**src/lsd_pkg.sv**
```systemverilog
/*
  Constants, register map and mode codes of the status indicator driver.
  Assumes a 100 MHz core clock and a plain strobe register port.
*/
package lsd_pkg;

  // ==========================================================
  // Clock and timing
  localparam int CLK_KHZ = 100000;
  localparam int TICK_MS = 1;
  localparam int TICK_CYC = CLK_KHZ * TICK_MS;
  localparam int PULSE_PERIOD_US = 200;
  localparam int PULSE_DUTY_PCT = 20;
  localparam int PULSE_CYC = PULSE_PERIOD_US * CLK_KHZ / 1000;
  localparam int PULSE_ON_CYC = PULSE_CYC * PULSE_DUTY_PCT / 100;
  localparam logic [4:0] SER_HALF_LAST = 5'h18;

  // ==========================================================
  // Sizes
  localparam int NPORT = 8;
  localparam int NEVT = 4;
  localparam int SER_PER_PORT = 12;
  localparam int NSER = 96;
  localparam logic [6:0] SER_LAST = 7'h5F;

  // Blink half periods and stretch lengths in ms, by rate code
  localparam logic [8:0] BLINK_HALF_MS [4] =
    '{9'h0C8, 9'h064, 9'h032, 9'h019};
  localparam logic [8:0] STRETCH_MS [4] =
    '{9'h032, 9'h064, 9'h0C8, 9'h190};

  // ==========================================================
  // Register map
  localparam logic [4:0] ADR_MODE_HI = 5'h00;
  localparam logic [4:0] ADR_BEH_HI = 5'h01;
  localparam logic [7:0] ADR_CTRL = 8'h10;
  localparam logic [7:0] ADR_STAT = 8'h11;
  localparam int CTRL_RATE = 0;
  localparam int CTRL_PULSE = 2;
  localparam int CTRL_TXONLY = 3;
  localparam int CTRL_CUONLY = 4;
  localparam int BEH_COMB0 = 0;
  localparam int BEH_COMB1 = 1;
  localparam int BEH_STR0 = 2;
  localparam int BEH_STR1 = 3;
  localparam logic [4:0] CTRL_RST = 5'h00;
  localparam logic [3:0] BEH_RST = 4'h0;

  // ==========================================================
  // Indicator modes
  typedef logic [3:0] lsd_mode_t;
  localparam lsd_mode_t M_LNKACT = 4'h0;
  localparam lsd_mode_t M_L1000 = 4'h1;
  localparam lsd_mode_t M_L100 = 4'h2;
  localparam lsd_mode_t M_L10 = 4'h3;
  localparam lsd_mode_t M_L100_1000 = 4'h4;
  localparam lsd_mode_t M_L10_1000 = 4'h5;
  localparam lsd_mode_t M_L10_100 = 4'h6;
  localparam lsd_mode_t M_DPXCOL = 4'h8;
  localparam lsd_mode_t M_COL = 4'h9;
  localparam lsd_mode_t M_ACT = 4'hA;
  localparam lsd_mode_t M_FAULT = 4'hC;
  localparam lsd_mode_t M_SERIAL = 4'hD;
  localparam lsd_mode_t M_OFF = 4'hE;
  localparam lsd_mode_t M_ON = 4'hF;

endpackage

```
**src/lsd_top.sv**
```systemverilog
/*
  Per-port status indicator driver for eight ports, two pins each,
  with blink, pulse stretch, power-saving pulsing and serial stream.
  Assumes port status comes from logic on clk; strap pins are async.
*/
// How it works
// - Collision mode: off, flashes on collisions
// - Activity mode flashes; option counts transmit only
// - Fault mode: high normally, low on fault
// - Forced off and forced on modes
// - Pin high means off, low means on
// - Copper-only option hides fiber link
// - Combine adds flashing activity to primary state
// - Combine and flash style held per pin
// - Blink toggles with equal high and low
// - Stretch holds on and off minimum period
// - Rate picks blink 2.5, 5, 10, 20 Hz
// - Rate picks stretch 50 to 400 ms
// - Pulsing modulates lit pins 5 kHz, 20 percent
// - Serial mode only on port zero pin zero
// - Serial data pin0, clock pin1, others normal
// - 96 bits per frame, data on rising clock
// - Serial bits use port pin zero settings
// - Frame order port 0 to 7, twelve bits
// - Link mode: off, on with link, flashes
// - All indicator outputs active low
// - Mode per pin from register or straps
`timescale 1ns/1ps

module lsd_top
  import lsd_pkg::*;
#(
  parameter int TICK_CYCLES = TICK_CYC,        // One ms tick
  parameter int PULSE_CYCLES = PULSE_CYC,      // Pulsing period
  parameter int PULSE_ON_CYCLES = PULSE_ON_CYC // Pulsing lit part
) (
  input wire logic clk,                     // Core clock
  input wire logic rst_n,                   // Async reset
  input wire logic [7:0] reg_addr,          // Register address
  input wire logic [15:0] reg_wdata,        // Write data
  input wire logic reg_wr,                  // Write strobe
  input wire logic reg_rd,                  // Read strobe
  output logic [15:0] reg_rdata,            // Read data
  input wire logic [3:0] strap_mode0,       // Default pin0 mode
  input wire logic [3:0] strap_mode1,       // Default pin1 mode
  input wire logic [7:0] link_1000,         // Copper link 1000
  input wire logic [7:0] link_100,          // Copper link 100
  input wire logic [7:0] link_10,           // Copper link 10
  input wire logic [7:0] link_fiber,        // Fiber link up
  input wire logic [7:0] full_duplex,       // Link full duplex
  input wire logic [7:0] collision,         // Collision seen
  input wire logic [7:0] tx_activity,       // Transmit activity
  input wire logic [7:0] rx_activity,       // Receive activity
  input wire logic [7:0] aneg_fault,        // Negotiation fault
  output logic [7:0] indicator_pin0_n,      // First pins, low lit
  output logic [7:0] indicator_pin1_n       // Second pins, low lit
);

  // ==========================================================
  // Mode decode helpers
  function automatic logic lsd_mix(input logic p, input logic c,
                                   input logic s, input logic e);
    return (c & p & s) ? e : p;
  endfunction

  // lv = {fault, fdx, l10, l100, l1000, any}; ev/ef = {col, act}
  function automatic logic lsd_lit(input lsd_mode_t m,
                                   input logic c,
                                   input logic [5:0] lv,
                                   input logic [1:0] ev,
                                   input logic [1:0] ef);
    logic r;
    r = 1'b0;
    case (m)
      M_LNKACT: r = lsd_mix(lv[0], c, ev[0], ef[0]);
      M_L1000: r = lsd_mix(lv[1], c, ev[0], ef[0]);
      M_L100: r = lsd_mix(lv[2], c, ev[0], ef[0]);
      M_L10: r = lsd_mix(lv[3], c, ev[0], ef[0]);
      M_L100_1000: r = lsd_mix(lv[1] | lv[2], c, ev[0], ef[0]);
      M_L10_1000: r = lsd_mix(lv[1] | lv[3], c, ev[0], ef[0]);
      M_L10_100: r = lsd_mix(lv[2] | lv[3], c, ev[0], ef[0]);
      M_DPXCOL: begin
        if (c & lv[0] & ~lv[4] & ev[1]) begin
          r = ef[1];
        end else begin
          r = lv[0] & lv[4];
        end
      end
      M_COL: r = ef[1];
      M_ACT: r = ef[0];
      M_FAULT: r = lv[5];
      M_ON: r = 1'b1;
      default: r = 1'b0; // Off, reserved, serial off port zero
    endcase
    return r;
  endfunction

  // ==========================================================
  // Strap synchroniser and default load
  logic [3:0] s0_meta_reg, s0_sync_reg;
  logic [3:0] s1_meta_reg, s1_sync_reg;
  logic [1:0] strap_cnt_reg;
  logic strap_load;

  always_ff @(posedge clk or negedge rst_n) begin
    if (!rst_n) begin
      s0_meta_reg <= 4'h0;
      s0_sync_reg <= 4'h0;
      s1_meta_reg <= 4'h0;
      s1_sync_reg <= 4'h0;
      strap_cnt_reg <= 2'h0;
    end else begin
      s0_meta_reg <= strap_mode0;
      s0_sync_reg <= s0_meta_reg;
      s1_meta_reg <= strap_mode1;
      s1_sync_reg <= s1_meta_reg;
      if (strap_load) begin
        strap_cnt_reg <= strap_cnt_reg + 2'h1;
      end
    end
  end

  assign strap_load = (strap_cnt_reg != 2'h3);

  // ==========================================================
  // Registers
  logic [7:0] mode_reg [NPORT];
  logic [3:0] beh_reg [NPORT];
  logic [4:0] ctrl_reg;
  logic [15:0] rdata_reg;
  logic [2:0] idx;
  logic hit_mode, hit_beh, hit_ctrl, hit_stat;
  logic [15:0] rd_val;

  assign idx = reg_addr[2:0];
  assign hit_mode = (reg_addr[7:3] == ADR_MODE_HI);
  assign hit_beh = (reg_addr[7:3] == ADR_BEH_HI);
  assign hit_ctrl = (reg_addr == ADR_CTRL);
  assign hit_stat = (reg_addr == ADR_STAT);
  assign rd_val = hit_mode ? {8'h00, mode_reg[idx]} :
                  hit_beh ? {12'h000, beh_reg[idx]} :
                  hit_ctrl ? {11'h000, ctrl_reg} :
                  hit_stat ? {indicator_pin1_n, indicator_pin0_n} :
                  16'h0000;

  always_ff @(posedge clk or negedge rst_n) begin
    if (!rst_n) begin
      for (int p = 0; p < NPORT; p++) begin
        mode_reg[p] <= {M_OFF, M_OFF};
        beh_reg[p] <= BEH_RST;
      end
      ctrl_reg <= CTRL_RST;
    end else begin
      for (int p = 0; p < NPORT; p++) begin
        if (strap_load) begin
          mode_reg[p] <= {s1_sync_reg, s0_sync_reg};
        end else if (reg_wr && hit_mode && idx == p[2:0]) begin
          mode_reg[p] <= reg_wdata[7:0];
        end
        if (reg_wr && hit_beh && idx == p[2:0]) begin
          beh_reg[p] <= reg_wdata[3:0];
        end
      end
      if (reg_wr && hit_ctrl) begin
        ctrl_reg <= reg_wdata[4:0];
      end
    end
  end

  always_ff @(posedge clk or negedge rst_n) begin
    if (!rst_n) begin
      rdata_reg <= 16'h0000;
    end else if (reg_rd) begin
      rdata_reg <= rd_val;
    end
  end

  assign reg_rdata = rdata_reg;

  // ==========================================================
  // Control fields
  logic [1:0] rate;
  logic pulse_en, tx_only, cu_only;
  logic [8:0] blink_half, stretch_len;

  assign rate = ctrl_reg[CTRL_RATE +: 2];
  assign pulse_en = ctrl_reg[CTRL_PULSE];
  assign tx_only = ctrl_reg[CTRL_TXONLY];
  assign cu_only = ctrl_reg[CTRL_CUONLY];
  assign blink_half = BLINK_HALF_MS[rate];
  assign stretch_len = STRETCH_MS[rate];

  // ==========================================================
  // Millisecond tick, blink phase, pulsing carrier
  logic [16:0] tick_cnt_reg;
  logic tick_reg;
  logic [8:0] blink_cnt_reg;
  logic blink_reg;
  logic [14:0] pwm_cnt_reg;
  logic pwm_on;

  always_ff @(posedge clk or negedge rst_n) begin
    if (!rst_n) begin
      tick_cnt_reg <= 17'h00000;
      tick_reg <= 1'b0;
    end else begin
      tick_reg <= (tick_cnt_reg == 17'(TICK_CYCLES - 1));
      if (tick_cnt_reg == 17'(TICK_CYCLES - 1)) begin
        tick_cnt_reg <= 17'h00000;
      end else begin
        tick_cnt_reg <= tick_cnt_reg + 17'h00001;
      end
    end
  end

  always_ff @(posedge clk or negedge rst_n) begin
    if (!rst_n) begin
      blink_cnt_reg <= 9'h000;
      blink_reg <= 1'b0;
    end else if (tick_reg) begin
      if (blink_cnt_reg >= blink_half - 9'h001) begin
        blink_cnt_reg <= 9'h000;
        blink_reg <= ~blink_reg;
      end else begin
        blink_cnt_reg <= blink_cnt_reg + 9'h001;
      end
    end
  end

  always_ff @(posedge clk or negedge rst_n) begin
    if (!rst_n) begin
      pwm_cnt_reg <= 15'h0000;
    end else if (pwm_cnt_reg == 15'(PULSE_CYCLES - 1)) begin
      pwm_cnt_reg <= 15'h0000;
    end else begin
      pwm_cnt_reg <= pwm_cnt_reg + 15'h0001;
    end
  end

  assign pwm_on = (pwm_cnt_reg < 15'(PULSE_ON_CYCLES));

  // ==========================================================
  // Events per port: {rx, tx, col, act} and their stretched form
  logic [NPORT*NEVT-1:0] ev_all;
  logic [NPORT*NEVT-1:0] st_all;

  genvar gp, gk;
  generate
    for (gp = 0; gp < NPORT; gp++) begin : g_ev
      assign ev_all[gp*NEVT +: NEVT] = {rx_activity[gp],
        tx_activity[gp], collision[gp],
        tx_activity[gp] | (rx_activity[gp] & ~tx_only)};
      for (gk = 0; gk < NEVT; gk++) begin : g_st
        logic on_reg, pend_reg;
        logic [8:0] cnt_reg;
        logic ev;
        assign ev = ev_all[gp*NEVT + gk];
        always_ff @(posedge clk or negedge rst_n) begin
          if (!rst_n) begin
            on_reg <= 1'b0;
            pend_reg <= 1'b0;
            cnt_reg <= 9'h000;
          end else begin
            // Event during the off hold lights once the hold ends
            if (!on_reg && ev && cnt_reg != 9'h000) begin
              pend_reg <= 1'b1;
            end
            if (on_reg && ev) begin
              cnt_reg <= stretch_len;
            end else if (!on_reg && cnt_reg == 9'h000 &&
                         (pend_reg || ev)) begin
              on_reg <= 1'b1;
              pend_reg <= 1'b0;
              cnt_reg <= stretch_len;
            end else if (tick_reg) begin
              // Off only on the tick after the count ends, never short
              if (cnt_reg != 9'h000) begin
                cnt_reg <= cnt_reg - 9'h001;
              end else if (on_reg) begin
                on_reg <= 1'b0;
                cnt_reg <= stretch_len;
              end
            end
          end
        end
        assign st_all[gp*NEVT + gk] = on_reg;
      end
    end
  endgenerate

  // ==========================================================
  // Pin and serial bit evaluation
  logic [7:0] lit0, lit1;
  logic [NSER-1:0] snap;

  generate
    for (gp = 0; gp < NPORT; gp++) begin : g_pin
      logic [5:0] lv;
      logic [3:0] ev, st, ef0, ef1;
      logic [7:0] md;
      logic [3:0] bh;
      logic [11:0] sb;
      assign md = mode_reg[gp];
      assign bh = beh_reg[gp];
      assign ev = ev_all[gp*NEVT +: NEVT];
      assign st = st_all[gp*NEVT +: NEVT];
      assign lv = {aneg_fault[gp], full_duplex[gp], link_10[gp],
                   link_100[gp], link_1000[gp],
                   link_1000[gp] | link_100[gp] | link_10[gp] |
                   (link_fiber[gp] & ~cu_only)};
      assign ef0 = bh[BEH_STR0] ? st : (ev & {4{blink_reg}});
      assign ef1 = bh[BEH_STR1] ? st : (ev & {4{blink_reg}});
      assign lit0[gp] = lsd_lit(md[3:0], bh[BEH_COMB0], lv,
                                ev[1:0], ef0[1:0]);
      assign lit1[gp] = lsd_lit(md[7:4], bh[BEH_COMB1], lv,
                                ev[1:0], ef1[1:0]);
      // Serial bits use pin0 settings of the port
      assign sb = {lv[5], ef0[3], ef0[2], 1'b0,
        lsd_lit(M_ACT, bh[BEH_COMB0], lv, ev[1:0], ef0[1:0]),
        lsd_lit(M_COL, bh[BEH_COMB0], lv, ev[1:0], ef0[1:0]),
        lsd_lit(M_DPXCOL, bh[BEH_COMB0], lv, ev[1:0], ef0[1:0]),
        1'b0,
        lsd_lit(M_L10, bh[BEH_COMB0], lv, ev[1:0], ef0[1:0]),
        lsd_lit(M_L100, bh[BEH_COMB0], lv, ev[1:0], ef0[1:0]),
        lsd_lit(M_L1000, bh[BEH_COMB0], lv, ev[1:0], ef0[1:0]),
        lsd_lit(M_LNKACT, bh[BEH_COMB0], lv, ev[1:0], ef0[1:0])};
      assign snap[gp*SER_PER_PORT +: SER_PER_PORT] = ~sb;
    end
  endgenerate

  // ==========================================================
  // Serial stream engine
  logic ser_on;
  logic [4:0] sdiv_reg;
  logic sclk_reg, sdat_reg;
  logic [6:0] sidx_reg;
  logic [NSER-1:0] sh_reg;

  assign ser_on = (mode_reg[0][3:0] == M_SERIAL);

  always_ff @(posedge clk or negedge rst_n) begin
    if (!rst_n) begin
      sdiv_reg <= 5'h00;
      sclk_reg <= 1'b0;
      sdat_reg <= 1'b1;
      sidx_reg <= 7'h00;
      sh_reg <= '1;
    end else if (!ser_on) begin
      sdiv_reg <= 5'h00;
      sclk_reg <= 1'b0;
      sdat_reg <= 1'b1;
      sidx_reg <= 7'h00;
      sh_reg <= snap;
    end else if (sdiv_reg == SER_HALF_LAST) begin
      sdiv_reg <= 5'h00;
      sclk_reg <= ~sclk_reg;
      if (!sclk_reg) begin
        sdat_reg <= sh_reg[0];
        if (sidx_reg == SER_LAST) begin
          sidx_reg <= 7'h00;
          sh_reg <= snap;
        end else begin
          sidx_reg <= sidx_reg + 7'h01;
          sh_reg <= sh_reg >> 1;
        end
      end
    end else begin
      sdiv_reg <= sdiv_reg + 5'h01;
    end
  end

  // ==========================================================
  // Output pins, low when lit
  logic [7:0] pin0_next, pin1_next;
  logic gate;

  assign gate = ~pulse_en | pwm_on;
  assign pin0_next = ~(lit0 & {8{gate}});
  assign pin1_next = ~(lit1 & {8{gate}});

  always_ff @(posedge clk or negedge rst_n) begin
    if (!rst_n) begin
      indicator_pin0_n <= 8'hFF;
      indicator_pin1_n <= 8'hFF;
    end else if (ser_on) begin
      indicator_pin0_n <= {pin0_next[7:1], sdat_reg};
      indicator_pin1_n <= {pin1_next[7:1], sclk_reg};
    end else begin
      indicator_pin0_n <= pin0_next;
      indicator_pin1_n <= pin1_next;
    end
  end

endmodule // lsd_top

```
**config.mk**
```make
export PLATFORM = sky130hd
export DESIGN_NAME = lsd_top
export DESIGN_NICKNAME = d
export VERILOG_FILES = /design/src/lsd_pkg.sv /design/src/lsd_top.sv
export SDC_FILE = /design/constraint.sdc
export NUM_CORES = 2
export LEC_CHECK = 0
export ABC_CLOCK_PERIOD_IN_PS = 6390
export BUFFER_PORTS_ARGS = -buffer_cell sky130_fd_sc_hd__buf_2
export CAP_MARGIN = 10
export CORE_ASPECT_RATIO = 0.7
export CORE_MARGIN = 4
export CORE_UTILIZATION = 35
export DETAILED_ROUTE_END_ITERATION = 8
export GPL_ROUTABILITY_DRIVEN = 0
export MAX_ROUTING_LAYER = met4
export PLACE_DENSITY_LB_ADDON = 0.15
export SYNTH_ARGS = -nofsm -noshare
export SYNTH_HDL_FRONTEND = slang
export SYNTH_SLANG_ARGS = --single-unit
```
**constraint.sdc**
```tcl
create_clock -name clk -period 6.39 [get_ports clk]
set_input_delay 1.278 -clock clk [delete_from_list [all_inputs] [get_ports clk]]
set_output_delay 1.278 -clock clk [all_outputs]
set_load 0.02 [all_outputs]
```
==> metrics.cfg <==
[power]
powerDensity_mw_per_mm2 = 273
leakagePower_nw = 17.9
peakVddDrop_uv = 202

[synthesis]
ys_top_cells_by_area = dfrtp_1, dfstp_2, a21oi_1, o21ai_0, nor2_1
synth_most_common_cell = dfrtp_1
yosys.area.top_type_share_pct = 31.3
ys_warn_count = 0
synth_top_cells_by_count = dfrtp_1, nor2_1, a21oi_1, nand2_1, o21ai_0
syn_area_mm2 = 0.0395
syn_area_per_cell_um2 = 8.72
yosys.area.top_type = dfrtp_1
async_flop_share_pct = 100
synthCells = 4534
synth_edf_count = 0
syn_nets = 4696
ys.flop_type = dfrtp_1
ys_seq_area_share_pct = 42.0
synth.distinct_cells = 105
ys_ff_latch = 656

[sta]
rsz0062_at_grt = no
tightest_slew_ns = 1.25
timing.final.max_slew_violations = 0
fmaxAchievable_ghz = 0.228
fin_crit_sh_pct = 68.6
fin_skew_ns = 0.0377
finalSetupViolations = 0
relSlewSlack_pct = 15.9
min_period_ns = 4.38
hold_violations = 0
finalSetupTns_ns = 0

[grt]
grt_pass1_vias = 31600
antenna_found_initial = 12
gr-usage-all-layers_pct = 21.1
grt_pass1_wl_mm = 193
gr-total-overflow = 0
grt_start_max_net_pins = 118

[floorplanning]
die_width_um = 410
die_h_um = 289
die-area_mm2 = 0.119
rows = 102
start_util_pct = 35.5
ios = 140
core_region_area_mm2 = 0.111

[placement]
placed_area_mm2 = 0.0415
dpl.hpwl_mm = 85.1
portBuffers = 131

[critical_path]
endpoint = blink_reg
cp_num_buf_inv = 3
path_max_fanout = 37
cp_data_required_time_ns = 6.88
ff2ff_setup_slack_ns = 2.01
crit_cells = 10
worstSetupStartpointType = register
slowest_stage = a2111oi_1
endpoint_kind = register
r2r_end = blink_reg
worstSetupPathType = register to register
crit_family = compound AO/OA/AOI/OAI gates
cp_data_arrival_time_ns = 4.87
crit_start = ctrl_reg[1]
reg2regPathDepth = 10
path_common_cell = buf_4
slowest_delay_ns = 1.01
timing.rr.start = ctrl_reg[1]
path_cells = buf_4 > ha_2 > buf_4 > inv_1 > ha_1 > nand2b_1 > a211o_1 > a2111oi_1 > nor3_1 > xnor2_1

[outcome]
status = completed

[clocking]
cts_tree = done
cts.sinks = 656
clk_path_buf_depth = 3
path_clk_slew_ns = 0.06
post-cts-setup-buffers = 0
cts-root-buf = clkbuf_16
clk_latency_ns = 0.67
htreeDepth = 3
cts_hold_buf = 0
cts_buffers = 73
cts-resized-gates = 0

[hold_path]
min_path_type = register to register

[routing]
dr.pass1.iters = 7
detail-route-antenna-nets = 0
drc_errors = 0
wl_per_cell_um = 20.5
dr.first_iter.drc_count = 2786
wl_mm = 124
vias = 34600
vias_per_cell = 5.70

[layout]
layout-drive-gt1-share_pct = 14.9
postLayoutCellArea_mm2 = 0.0440
area_growth_pct = 11.4
nets = 4655
largest_reg_flops = 288

[run]
drv_cap = 0

==> placed cells by master (no fill, tap or decap), drive strengths merged, types with 24 or more instances in the layout <==
cell,count
o31ai,65
or4,41
a22o,26
and2,34
nor2b,45
nor4,70
xor2,40
nor3,147
o311ai,31
dfstp,161
nand2,389
mux2i,63
nor2,448
a21o,35
o22ai,30
or3,36
a31oi,94
o22a,48
inv,217
nor3b,43
nand2b,56
a21oi,399
mux2,69
nand4,34
dfrtp,495
mux4,24
ha,54
buf,187
o21ai,351
nand3,117
clkbuf,108
a211oi,53
o211ai,54
xnor2,32
==> report_power, final <==
group          internal (mW)  switching (mW)
combinational          0.928            1.34
clock                   2.64            1.87
sequential              4.65           0.591
==> kinds of logic after synthesis <==
kind of cell    share of synthesized area [%]
compound gates                           24.4
xor+xnor                                 1.59
fa+ha+maj                                1.71
buf+inv                                  5.10
flops                                    42.0
mux                                      4.97
other cells                           0.00948
simple gates                             20.2
==> per-stage QoR <==
| stage | std cells | hold slack (ns) | total power [mW] | worst slack [ns] | util (%) |
|---|---|---|---|---|---|
| global placement | 5923 | 0.332 | 7.53 | 2.10 | 37.2 |
| detailed placement | 5923 | 0.336 | 7.55 | 2.01 | 37.2 |
| CTS | 6058 | 0.350 | 12.1 | 1.99 | 39.5 |
| finish | 6069 | 0.345 | 12.0 | 2.01 | 39.5 |
| global route | 6068 | 0.351 | 12.7 | 1.77 | 39.5 |
| floorplan | 4534 | 0.331 | 6.75 | 2.88 | - |
==> worst min path at each step <==
| stage | startpoint | end | slack, ns | depth (start not counted) |
|---|---|---|---|---|
| final | s1_meta_reg[2] | s1_sync_reg[2] | 0.34 | 0 |
| after detailed placement | s0_meta_reg[0] | s0_sync_reg[0] | 0.34 | 0 |
| after CTS | s0_meta_reg[1] | s0_sync_reg[1] | 0.35 | 0 |
| after global routing | s0_meta_reg[1] | s0_sync_reg[1] | 0.35 | 0 |
| after global placement | s1_meta_reg[3] | s1_sync_reg[3] | 0.33 | 0 |
| after floorplan | s0_meta_reg[0] | s0_sync_reg[0] | 0.33 | 0 |
==> metal layers <==
metal  share of wire [%]  track usage [%]
met1                  51             32.2
met2                  40             28.3
met3                 6.4             4.41
met4                 2.1             4.60
met5                   0                -
==> cell type report <==
cell class / count / area, um2
Antenna cell: 8 / 20.0
Inverter: 218 / 818
Fill cell: 11200 / 67400
Sequential cell: 656 / 16600
Clock buffer: 107 / 2280
Multi-Input combinational cell: 3356 / 21000
Timing Repair Buffer: 188 / 1180
Clock inverter: 28 / 251
Tap cell: 1508 / 1890
(Power assumes the default switching activity.)
